==> config.mk <==
export PLATFORM = sky130hd
export DESIGN_NAME = phyei_event_irq
export DESIGN_NICKNAME = d
export VERILOG_FILES = /design/src/inc/phyei_pkg.sv /design/src/inc/phyei_smi_if.sv /design/src/logic/phyei_smi_slave.sv /design/src/logic/phyei_event_irq.sv
export SDC_FILE = /design/constraint.sdc
export NUM_CORES = 1
export LEC_CHECK = 0
export ABC_AREA = 1
export BUFFER_PORTS_ARGS = -buffer_cell sky130_fd_sc_hd__clkbuf_2
export CAP_MARGIN = 20
export CORE_ASPECT_RATIO = 1.75
export CORE_MARGIN = 2
export CORE_UTILIZATION = 37
export CTS_BUF_LIST = sky130_fd_sc_hd__clkbuf_8
export DETAILED_ROUTE_END_ITERATION = 10
export PLACE_DENSITY = 0.61
export SLEW_MARGIN = 40
export SYNTH_ARGS = -nofsm -noshare
export SYNTH_HDL_FRONTEND = slang
export SYNTH_SLANG_ARGS = --single-unit
==> constraint.sdc <==
create_clock -name sys_clk_in -period 3.1 [get_ports sys_clk_in]
set_input_delay 0.62 -clock sys_clk_in [delete_from_list [all_inputs] [get_ports sys_clk_in]]
set_output_delay 0.62 -clock sys_clk_in [all_outputs]
set_load 0.01 [all_outputs]
==> src/inc/phyei_pkg.sv <==
// Constants and types shared by the event interrupt unit and its management slave
package phyei_pkg;

  // ----------------------------------------------------------------
  // Register offsets on the management interface
  // ----------------------------------------------------------------
  localparam logic [4:0] PHYEI_REG_BASIC_STATUS = 5'h01;
  localparam logic [4:0] PHYEI_REG_AN_EXPANSION = 5'h06;
  localparam logic [4:0] PHYEI_REG_MODE_CTRL    = 5'h11;
  localparam logic [4:0] PHYEI_REG_SRC_FLAGS    = 5'h1d;
  localparam logic [4:0] PHYEI_REG_EN_MASK      = 5'h1e;

  // ----------------------------------------------------------------
  // Field positions
  // ----------------------------------------------------------------
  localparam int PHYEI_BIT_ENERGY      = 7;
  localparam int PHYEI_BIT_AN_DONE     = 6;
  localparam int PHYEI_BIT_REM_FAULT   = 5;
  localparam int PHYEI_BIT_LINK_DOWN   = 4;
  localparam int PHYEI_BIT_LP_ACK      = 3;
  localparam int PHYEI_BIT_PD_FAULT    = 2;
  localparam int PHYEI_BIT_PAGE_RX     = 1;
  localparam int PHYEI_MODE_ALT_BIT    = 6;
  localparam int PHYEI_MODE_ENERGY_BIT = 1;

  // ----------------------------------------------------------------
  // Values after reset
  // ----------------------------------------------------------------
  localparam logic [7:1] PHYEI_FLAG_RST  = 7'h40;
  localparam logic [7:1] PHYEI_MASK_RST  = 7'h00;
  localparam logic       PHYEI_ALT_RST   = 1'b0;
  localparam logic [7:1] PHYEI_PREV_RST  = 7'h40;

  // ----------------------------------------------------------------
  // Management frame layout
  // ----------------------------------------------------------------
  localparam logic [5:0] PHYEI_PREAMBLE_LEN = 6'h20;
  localparam logic [5:0] PHYEI_HDR_LAST     = 6'h0b;
  localparam logic [5:0] PHYEI_DATA_LAST    = 6'h0f;
  localparam logic [1:0] PHYEI_OP_READ      = 2'h2;
  localparam logic [1:0] PHYEI_OP_WRITE     = 2'h1;

  // ----------------------------------------------------------------
  // Energy detect late pulse timing
  // ----------------------------------------------------------------
  localparam int PHYEI_CLK_HZ         = 40000000;
  localparam int PHYEI_LATE_DELAY_MS  = 1000;
  localparam int PHYEI_LATE_PULSE_MS  = 256;
  localparam int PHYEI_LATE_DELAY_CYC = PHYEI_LATE_DELAY_MS * (PHYEI_CLK_HZ / 1000);
  localparam int PHYEI_LATE_PULSE_CYC = PHYEI_LATE_PULSE_MS * (PHYEI_CLK_HZ / 1000);

  // ----------------------------------------------------------------
  // State types
  // ----------------------------------------------------------------
  typedef enum logic [2:0] {
    SMI_IDLE  = 3'h0,
    SMI_START = 3'h1,
    SMI_HDR   = 3'h3,
    SMI_TURN  = 3'h2,
    SMI_DATA  = 3'h6
  } phyei_smi_state_type;

  typedef enum logic [1:0] {
    LATE_IDLE  = 2'h0,
    LATE_ARMED = 2'h1,
    LATE_WAIT  = 2'h3,
    LATE_PULSE = 2'h2
  } phyei_late_state_type;

endpackage

==> src/inc/phyei_smi_if.sv <==
// Register access carrier between the management slave and the interrupt unit
`timescale 1ns/1ps
interface phyei_smi_if;
  logic        rd_stb;
  logic        wr_stb;
  logic [4:0]  addr;
  logic [15:0] wr_data;
  logic [15:0] rd_data;

  modport smi  (output rd_stb, output wr_stb, output addr, output wr_data, input rd_data);
  modport regs (input rd_stb, input wr_stb, input addr, input wr_data, output rd_data);
endinterface

==> src/logic/phyei_smi_slave.sv <==
// Serial management slave: frame decode, register strobes and read shifting
`timescale 1ns/1ps
module phyei_smi_slave
  import phyei_pkg::*;
(
  // Clock and reset
  input  wire logic       sys_clk_in,
  input  wire logic       reset_in,
  // Management pins
  input  wire logic       mdc_in,
  input  wire logic       mdio_in,
  output logic            mdio_out,
  output logic            mdio_oe_out,
  // Own address
  input  wire logic [4:0] phy_addr_in,
  // Register side
  phyei_smi_if.smi        bus
);

  logic                mdc_s1_q, mdc_s2_q, mdc_s3_q, mdio_s1_q, mdio_s2_q;
  phyei_smi_state_type st_q, st_d;
  logic [5:0]          cnt_q, cnt_d;
  logic [15:0]         sh_q, sh_d;
  logic [4:0]          addr_q, addr_d;
  logic                rd_q, rd_d, wr_q, wr_d;
  logic                rstb_q, rstb_d, wstb_q, wstb_d;
  logic                out_q, out_d, oe_q, oe_d;
  logic                rise, bit_in;
  logic [11:0]         hdr;

  // Pin synchronisers
  always_ff @(posedge sys_clk_in or posedge reset_in) begin
    if (reset_in) begin
      mdc_s1_q  <= 1'b0;
      mdc_s2_q  <= 1'b0;
      mdc_s3_q  <= 1'b0;
      mdio_s1_q <= 1'b1;
      mdio_s2_q <= 1'b1;
    end else begin
      mdc_s1_q  <= mdc_in;
      mdc_s2_q  <= mdc_s1_q;
      mdc_s3_q  <= mdc_s2_q;
      mdio_s1_q <= mdio_in;
      mdio_s2_q <= mdio_s1_q;
    end
  end

  assign rise   = mdc_s2_q & ~mdc_s3_q;
  assign bit_in = mdio_s2_q;
  assign hdr    = {sh_q[10:0], bit_in};

  // Frame sequencing on each management clock rising edge
  always_comb begin
    st_d = st_q; cnt_d = cnt_q; sh_d = sh_q; addr_d = addr_q;
    rd_d = rd_q; wr_d = wr_q; out_d = out_q; oe_d = oe_q;
    rstb_d = 1'b0;
    wstb_d = 1'b0;
    if (rstb_q) sh_d = bus.rd_data;             // Snapshot before read side effects
    if (rise) begin
      unique case (st_q)
        SMI_IDLE: begin
          if (bit_in) begin
            if (cnt_q != PHYEI_PREAMBLE_LEN) cnt_d = cnt_q + 6'h01;
          end else begin
            st_d  = (cnt_q == PHYEI_PREAMBLE_LEN) ? SMI_START : SMI_IDLE;
            cnt_d = 6'h00;
          end
        end
        SMI_START: begin
          st_d  = bit_in ? SMI_HDR : SMI_IDLE;
          cnt_d = 6'h00;
        end
        SMI_HDR: begin
          sh_d  = {sh_q[14:0], bit_in};
          cnt_d = cnt_q + 6'h01;
          if (cnt_q == PHYEI_HDR_LAST) begin
            st_d   = SMI_TURN;
            cnt_d  = 6'h00;
            addr_d = hdr[4:0];
            rd_d   = (hdr[11:10] == PHYEI_OP_READ) && (hdr[9:5] == phy_addr_in);
            wr_d   = (hdr[11:10] == PHYEI_OP_WRITE) && (hdr[9:5] == phy_addr_in);
            rstb_d = (hdr[11:10] == PHYEI_OP_READ) && (hdr[9:5] == phy_addr_in);
          end
        end
        SMI_TURN: begin
          cnt_d = cnt_q + 6'h01;
          if (cnt_q == 6'h00) begin
            oe_d  = rd_q;
            out_d = 1'b0;
          end else begin
            st_d  = SMI_DATA;
            cnt_d = 6'h00;
            out_d = sh_q[15];
            sh_d  = {sh_q[14:0], 1'b0};
          end
        end
        SMI_DATA: begin
          cnt_d = cnt_q + 6'h01;
          if (rd_q) begin
            out_d = sh_q[15];
            sh_d  = {sh_q[14:0], 1'b0};
          end else begin
            sh_d  = {sh_q[14:0], bit_in};
          end
          if (cnt_q == PHYEI_DATA_LAST) begin
            st_d   = SMI_IDLE;
            cnt_d  = 6'h00;
            oe_d   = 1'b0;
            wstb_d = wr_q;
          end
        end
        default: begin
          st_d  = SMI_IDLE;
          cnt_d = 6'h00;
          oe_d  = 1'b0;
        end
      endcase
    end
  end

  // Frame state registers
  always_ff @(posedge sys_clk_in or posedge reset_in) begin
    if (reset_in) begin
      st_q   <= SMI_IDLE;
      cnt_q  <= 6'h00;
      sh_q   <= 16'h0000;
      addr_q <= 5'h00;
      rd_q   <= 1'b0;
      wr_q   <= 1'b0;
      rstb_q <= 1'b0;
      wstb_q <= 1'b0;
      out_q  <= 1'b0;
      oe_q   <= 1'b0;
    end else begin
      st_q   <= st_d;
      cnt_q  <= cnt_d;
      sh_q   <= sh_d;
      addr_q <= addr_d;
      rd_q   <= rd_d;
      wr_q   <= wr_d;
      rstb_q <= rstb_d;
      wstb_q <= wstb_d;
      out_q  <= out_d;
      oe_q   <= oe_d;
    end
  end

  // Outputs
  assign bus.rd_stb  = rstb_q;
  assign bus.wr_stb  = wstb_q;
  assign bus.addr    = addr_q;
  assign bus.wr_data = sh_q;
  assign mdio_out    = out_q;
  assign mdio_oe_out = oe_q;

endmodule

==> src/logic/phyei_event_irq.sv <==
// Event interrupt unit: source flags, mask, two release modes, energy late pulse
//
// Behaviour
// - Active-low interrupt output asserts whenever an enabled source event occurs.
// - Two modes; both assert on masked source event, differ only in release.
// - Primary mode after reset; primary whenever the alternate select bit is zero.
// - Mask bits in register 30 match flag bits in register 29, bits 7..1.
// - Assert on rising energy, AN done, fault, ack, pd fault, page; falling link.
// - Primary mode: assert on enabled event, release on that source's release event.
// - Primary mode: falling source releases, except link down; reading register 29 releases all.
// - Primary mode: reading register 1 releases link down and remote fault.
// - Primary mode: register 6 read, AN restart or link down release pd fault, page.
// - Alternate mode: clearing the mask bit releases the output immediately.
// - Alternate mode: write one to flag checks source low, or link high.
// - Check true: flag clears and output releases together.
// - Check false: flag stays one and output stays asserted.
// - Energy released while high: 256 ms pulse about one second after energy falls.
// - Energy status presets to one, so flag bit 7 reads one after reset.
// - Mask bit 7 enables energy interrupt; asserts when cable energy appears.
`timescale 1ns/1ps
module phyei_event_irq
  import phyei_pkg::*;
#(
  parameter int unsigned LATE_DELAY_CYCLES = PHYEI_LATE_DELAY_CYC,
  parameter int unsigned LATE_PULSE_CYCLES = PHYEI_LATE_PULSE_CYC
)
(
  // Clock and reset
  input  wire logic        sys_clk_in,
  input  wire logic        reset_in,
  // Serial management pins
  input  wire logic        mdc_in,
  input  wire logic        mdio_in,
  output logic             mdio_out,
  output logic             mdio_oe_out,
  input  wire logic [4:0]  phy_addr_in,
  // Status sources from the transceiver core
  input  wire logic        energy_detect_in,
  input  wire logic        an_complete_in,
  input  wire logic        remote_fault_in,
  input  wire logic        link_status_in,
  input  wire logic        lp_ack_in,
  input  wire logic        pd_fault_in,
  input  wire logic        page_rcvd_in,
  input  wire logic        an_restart_in,
  // Other registers of the transceiver
  input  wire logic [15:0] ext_rd_data_in,
  output logic [4:0]       ext_addr_out,
  // Interrupt and mode
  output logic             irq_out_n,
  output logic             alt_irq_mode_sel_out
);

  // ----------------------------------------------------------------
  // Declarations
  // ----------------------------------------------------------------
  phyei_smi_if reg_bus ();

  logic [7:1]           src_now;
  logic [7:1]           src_prev_q, src_prev_d;
  logic [7:1]           src_rise, src_fall;
  logic [7:1]           flag_q, flag_d;
  logic [7:1]           mask_q, mask_d;
  logic                 alt_q, alt_d;
  logic                 irq_q, irq_d;
  logic [7:1]           clr_vec;
  logic                 rd_flags, rd_basic, rd_anexp;
  logic                 wr_flags, wr_mask, wr_mode;
  logic                 link_down_evt;
  phyei_late_state_type late_q, late_d;
  logic [25:0]          late_cnt_q, late_cnt_d;
  logic                 late_pulse;

  // ----------------------------------------------------------------
  // Helper functions
  // ----------------------------------------------------------------

  // Register decode used by read and write strobes
  function automatic logic hit(input logic stb, input logic [4:0] a, input logic [4:0] off);
    hit = stb && (a == off);
  endfunction

  // Zero-extend a seven bit field into a register word
  function automatic logic [15:0] word7(input logic [7:1] v);
    word7 = {8'h00, v, 1'b0};
  endfunction

  // ----------------------------------------------------------------
  // Management slave
  // ----------------------------------------------------------------
  phyei_smi_slave u_smi (
    .sys_clk_in  (sys_clk_in),
    .reset_in    (reset_in),
    .mdc_in      (mdc_in),
    .mdio_in     (mdio_in),
    .mdio_out    (mdio_out),
    .mdio_oe_out (mdio_oe_out),
    .phy_addr_in (phy_addr_in),
    .bus         (reg_bus.smi)
  );

  // Access strobes per register
  assign rd_flags = hit(reg_bus.rd_stb, reg_bus.addr, PHYEI_REG_SRC_FLAGS);
  assign rd_basic = hit(reg_bus.rd_stb, reg_bus.addr, PHYEI_REG_BASIC_STATUS);
  assign rd_anexp = hit(reg_bus.rd_stb, reg_bus.addr, PHYEI_REG_AN_EXPANSION);
  assign wr_flags = hit(reg_bus.wr_stb, reg_bus.addr, PHYEI_REG_SRC_FLAGS);
  assign wr_mask  = hit(reg_bus.wr_stb, reg_bus.addr, PHYEI_REG_EN_MASK);
  assign wr_mode  = hit(reg_bus.wr_stb, reg_bus.addr, PHYEI_REG_MODE_CTRL);

  // ----------------------------------------------------------------
  // Source vector and edge detection
  // ----------------------------------------------------------------

  // Active-high source per flag position; link down is inverted link status
  always_comb begin
    src_now                     = '0;
    src_now[PHYEI_BIT_ENERGY]    = energy_detect_in;
    src_now[PHYEI_BIT_AN_DONE]   = an_complete_in;
    src_now[PHYEI_BIT_REM_FAULT] = remote_fault_in;
    src_now[PHYEI_BIT_LINK_DOWN] = ~link_status_in;
    src_now[PHYEI_BIT_LP_ACK]    = lp_ack_in;
    src_now[PHYEI_BIT_PD_FAULT]  = pd_fault_in;
    src_now[PHYEI_BIT_PAGE_RX]   = page_rcvd_in;
  end

  // Rising of the vector is every assertion event
  assign src_prev_d    = src_now;
  assign src_rise      = src_now & ~src_prev_q;
  assign src_fall      = ~src_now & src_prev_q;
  assign link_down_evt = src_rise[PHYEI_BIT_LINK_DOWN];

  // ----------------------------------------------------------------
  // Source flags
  // ----------------------------------------------------------------

  // Release terms, chosen by mode
  always_comb begin
    clr_vec = '0;
    if (!alt_q) begin
      // Primary: falling source, except link down
      clr_vec = src_fall;
      clr_vec[PHYEI_BIT_LINK_DOWN] = 1'b0;
      if (rd_flags) clr_vec = '1;
      if (rd_basic) begin
        clr_vec[PHYEI_BIT_LINK_DOWN] = 1'b1;
        clr_vec[PHYEI_BIT_REM_FAULT] = 1'b1;
      end
      if (rd_anexp || an_restart_in || link_down_evt) begin
        clr_vec[PHYEI_BIT_PD_FAULT] = 1'b1;
        clr_vec[PHYEI_BIT_PAGE_RX]  = 1'b1;
      end
    end else if (wr_flags) begin
      // Alternate: write one checks the source; false keeps the flag
      clr_vec = reg_bus.wr_data[7:1] & ~src_now;
    end
  end

  // Flag update; a new event wins over a release in the same cycle
  always_comb begin
    flag_d = (flag_q & ~clr_vec) | src_rise;
  end

  // ----------------------------------------------------------------
  // Mask and mode registers
  // ----------------------------------------------------------------

  // Software writes; reserved bits are not stored
  always_comb begin
    mask_d = mask_q;
    alt_d  = alt_q;
    if (wr_mask) mask_d = reg_bus.wr_data[7:1];
    if (wr_mode) alt_d = reg_bus.wr_data[PHYEI_MODE_ALT_BIT];
  end

  // ----------------------------------------------------------------
  // Energy detect late pulse
  // ----------------------------------------------------------------

  // Armed when the energy flag was released with energy still present
  always_comb begin
    late_d     = late_q;
    late_cnt_d = late_cnt_q;
    unique case (late_q)
      LATE_IDLE: begin
        if (mask_q[PHYEI_BIT_ENERGY] && flag_q[PHYEI_BIT_ENERGY] &&
            !flag_d[PHYEI_BIT_ENERGY] && src_now[PHYEI_BIT_ENERGY]) begin
          late_d = LATE_ARMED;
        end
      end
      LATE_ARMED: begin
        if (!mask_q[PHYEI_BIT_ENERGY]) begin
          late_d = LATE_IDLE;
        end else if (src_fall[PHYEI_BIT_ENERGY]) begin
          late_d     = LATE_WAIT;
          late_cnt_d = 26'h0000000;
        end
      end
      LATE_WAIT: begin
        late_cnt_d = late_cnt_q + 26'h0000001;
        if (!mask_q[PHYEI_BIT_ENERGY] || src_now[PHYEI_BIT_ENERGY]) begin
          late_d = LATE_IDLE;
        end else if (late_cnt_q == 26'(LATE_DELAY_CYCLES - 1)) begin
          late_d     = LATE_PULSE;
          late_cnt_d = 26'h0000000;
        end
      end
      LATE_PULSE: begin
        late_cnt_d = late_cnt_q + 26'h0000001;
        if (!mask_q[PHYEI_BIT_ENERGY] || late_cnt_q == 26'(LATE_PULSE_CYCLES - 1)) begin
          late_d     = LATE_IDLE;
          late_cnt_d = 26'h0000000;
        end
      end
    endcase
  end

  assign late_pulse = (late_q == LATE_PULSE);

  // ----------------------------------------------------------------
  // Interrupt output
  // ----------------------------------------------------------------

  // Any pending flag that is enabled holds the line low
  always_comb begin
    irq_d = (|(flag_d & mask_d)) | late_pulse;
  end

  // ----------------------------------------------------------------
  // State registers
  // ----------------------------------------------------------------

  // Energy status presumed present after reset, flag bit 7 set
  always_ff @(posedge sys_clk_in or posedge reset_in) begin
    if (reset_in) begin
      src_prev_q <= PHYEI_PREV_RST;
      flag_q     <= PHYEI_FLAG_RST;
      mask_q     <= PHYEI_MASK_RST;
      alt_q      <= PHYEI_ALT_RST;
      irq_q      <= 1'b0;
      late_q     <= LATE_IDLE;
      late_cnt_q <= 26'h0000000;
    end else begin
      src_prev_q <= src_prev_d;
      flag_q     <= flag_d;
      mask_q     <= mask_d;
      alt_q      <= alt_d;
      irq_q      <= irq_d;
      late_q     <= late_d;
      late_cnt_q <= late_cnt_d;
    end
  end

  // ----------------------------------------------------------------
  // Read data and outputs
  // ----------------------------------------------------------------

  // Readback of owned registers, others from the core
  always_comb begin
    unique case (reg_bus.addr)
      PHYEI_REG_SRC_FLAGS: reg_bus.rd_data = word7(flag_q);
      PHYEI_REG_EN_MASK:   reg_bus.rd_data = word7(mask_q);
      PHYEI_REG_MODE_CTRL: begin
        reg_bus.rd_data = 16'h0000;
        reg_bus.rd_data[PHYEI_MODE_ALT_BIT]    = alt_q;
        reg_bus.rd_data[PHYEI_MODE_ENERGY_BIT] = energy_detect_in;
      end
      default:             reg_bus.rd_data = ext_rd_data_in;
    endcase
  end

  assign irq_out_n            = ~irq_q;
  assign alt_irq_mode_sel_out = alt_q;
  assign ext_addr_out         = reg_bus.addr;

endmodule

==> reports/qor.yml <==
grt:
  grt_pass1_wl_mm: 23.66
  grt_max_degree: 68
  grt_antenna_before_repair: 0
  grt_usage_pct: 19.70
  met2_usage_pct: 36.01
  top_usage_layer: "met2"
  met1_usage_pct: 21.40
  overflow: 0
  grt_pass1_vias: 4784
  grt_use_met3_pct: 2.555
critical_path:
  critPathMaxFanout: 28
  crit_start: "u_smi.bus.rd_stb"
  critPathLaunchType: "flip-flop"
  crit_arrival_ns: 2.21
  worst_setup_path_end_kind: "flip-flop"
  worstSetupPathType: "flip-flop to flip-flop"
  rrSetupSlack_ns: 1.16
  rr_startpoint: "u_smi.bus.rd_stb"
  reg2regPathDepth: 12
  required_ns: 3.38
  worstReg2RegEnd: "irq_q"
floorplanning:
  initial_core_util_pct: 37.91
  fp.coreArea_um2: 14440
  die_w_um: 95.96
  die_h_um: 164.9
  die_area_um2: 15830
  num_io_pins: 42
  core.rowCount: 58
power:
  powerDensity_nw_per_um2: 383.5
  pwr-share-clk_pct: 35.2
  leakagePower_nw: 2.909
  pwr-share-seq_pct: 55.7
  comb_power_share_pct: 9.2
  p_int_mw: 1.632
  p_switching_mw: 0.6777
  power_switching_share_pct: 29.34
  vdd_drop_max_mv: 0.1894
cells_and_area:
  num-fill-cells: 1517
  drive_gt1_share_pct: 16.24
  syn_to_final_growth_pct: 10.01
  layout.nets: 807
  antenna_cells: 0
  fin_area_um2: 6023
sta:
  clock_skew_ns: 0.01877
  fmax_mhz: 515.8
  slew_headroom_pct: 57.19
  min_period_over_period_pct: 62.55
  rsz0062_at_grt: "false"
  slew_violations: 0
  worst_slew_pin_slew_ns: 0.6414
  setup_violations: 0
  tns_ns: 0
  min_period_ns: 1.939
  hold_violations: 0
placement:
  io_buffers: 41
  dpl_cell_area_um2: 5837
  gp_congestion: 0.9010
  dp_hpwl_mm: 11.15
cts:
  clk_path_buf_depth: 2
  clkLatencyLatePin_ns: 0.39
  root_buffer: "clkbuf_8"
  cts_buffers: 9
  htreeDepth: 3
  hold_buffers: 0
  cts_sinks: 92
  cts_tree: "built"
  cts_resized: 0
  clk_pin_slew_ns: 0.12
  cts_setup_buffers: 0
outcome:
  status: "finished, final reports clean"
synth:
  ys_seq_area_share_pct: 42.14
  async_reset_ff_share_pct: 100.0
  avgSynthCellArea_um2: 7.480
  synth.top_cell.area_share_pct: 40.22
  synth_nets: 768
  yosysUniqueCellTypes: 49
  yosysWarnings: 0
  ys.flop_type: "dfrtp_1"
  synth-edff-count: 0
  ys_ff_latch: 92
  yosys-top-cells-area: "dfrtp_1 (40%), nand2_1 (14%), inv_1 (6.2%)"
  syn_inst: 732
  yosysTopAreaCell: "dfrtp_1"
  synth_area_um2: 5475
routing:
  first_iter_violations: 272
  vias: 4840
  drc_errors: 0
  wl_mm: 14.59
  postRouteAntennaNets: 0
  drt_pass1_iterations: 5
  wire_per_inst_um: 15.26
  viasPerCell: 5.063
min_path:
  hold_class: "input port to asynchronous set/reset pin"
run:
  drv_cap: 0
[cell families after synthesis]
family,Yosys count,synth area share [%]
flip-flops,92,42.14
buffers and inverters,121,9.232
AND/OR/NAND/NOR,397,33.32
AO/OA/AOI/OAI,98,11.27
adder cells (fa/ha/maj),3,0.6856
XOR/XNOR,21,3.359
[per-stage QoR]
step	hold slack [ns]	worst slack [ns]	util, %	power, mW	cells
after floorplan	0.3312	0.09466	-	1.443	732
after global placement	0.3465	1.063	40.42	1.518	940
after detailed placement	0.3478	0.9430	40.42	1.522	940
after CTS	0.1937	1.144	41.71	2.336	956
after global routing	0.2140	0.9628	41.71	2.419	956
final	0.1806	1.161	41.71	2.310	956
[layout make-up]
type | instances | area [um2] | area share (%)
Clock buffer | 9 | 123.9 | 2.057
Tap cell | 180 | 225.2 | 3.739
Inverter | 104 | 394.1 | 6.543
Timing Repair Buffer | 45 | 247.7 | 4.113
Sequential cell | 92 | 2307 | 38.30
Multi-Input combinational cell | 519 | 2663 | 44.20
Clock inverter | 7 | 62.56 | 1.039
[placed cells by master, fill, tap and decap left out, drive strengths merged]
cell	n
buf	4
o21ai	60
o22ai	1
nand3	55
dfstp	4
o211ai	5
nand3b	1
o2111ai	1
clkinv	5
nor4	2
a32oi	1
a221oi	1
a21o	1
nand4	24
nand2	216
o32ai	3
a22o	3
ha	3
clkbuf	50
o31ai	3
a31oi	1
nor2	74
dfrtp	88
xnor2	4
a32o	6
inv	106
nor3	18
xor2	17
a21oi	12
or2	5
and2	2
[synth_stat cells, types with 2 or more instances]
cell type,count
nor3_4,2
a22o_1,3
nand3_1,52
nand2_2,13
xnor2_1,4
o21ai_0,36
nor2_2,8
dfrtp_1,88
nor2_1,61
o21ai_1,18
inv_2,9
xor2_1,17
o32ai_1,3
nor3_1,13
o21ai_2,6
clkinv_1,3
nor3_2,3
or2_2,5
a32o_1,6
o211ai_1,4
o31ai_1,3
buf_2,7
nand3_2,3
dfstp_2,4
a21oi_1,11
ha_1,3
clkbuf_1,3
inv_1,91
nand2_1,202
nand4_1,24
buf_6,5
nor2_4,5
[layer usage]
metal	part of all wire, %	wire [um]
met1	39	5695
met5	0	0
met2	53	7757
met4	4.8	696
met3	3.0	444
[worst max-delay path by stage]
stage | end | slack [ns] | cells past startpoint
detailed placement | late_cnt_q[23] | 0.94 | 5
global placement | late_cnt_q[23] | 1.06 | 5
floorplan | alt_irq_mode_sel_out | 0.09 | 1
CTS | late_cnt_q[23] | 1.14 | 10
finish | irq_q | 1.16 | 12
global route | late_cnt_q[13] | 0.96 | 10
[worst max-delay path, cell delays in order (launching register included)]
cell and delay [ns]:
dfrtp_1 0.36, buf_4 0.28, inv_1 0.21, nor2_1 0.16, nand3_1 0.09, nand2_1 0.07, nand2_1 0.14, nand2_1 0.13
o21ai_0 0.11, nand3_1 0.09, nand2_1 0.05, nor2_1 0.08, nand2_1 0.06
[power by group through the flow]
stage | sequential (mW) | combinational, mW | clock (mW)
2_1_floorplan | 1.29 | 0.150 | 0
3_3_place_gp | 1.31 | 0.210 | 0
3_5_place_dp | 1.31 | 0.213 | 0
4_1_cts | 1.29 | 0.215 | 0.835
5_1_grt | 1.29 | 0.245 | 0.882
6_report | 1.29 | 0.212 | 0.812
[flip-flops by register name, summed over array words and instances, names as in the netlist, 2 cells and up]
| signal | flops |
|---|---|
| src_prev_q | 7 |
| mask_q | 7 |
| u_smi.cnt_q | 6 |
| u_smi.bus.wr_data | 16 |
| flag_q | 7 |
| u_smi.st_q | 3 |
| late_cnt_q | 26 |
| late_q | 2 |
| u_smi.bus.addr | 5 |
No activity file was read; power rests on OpenSTA's default activity.
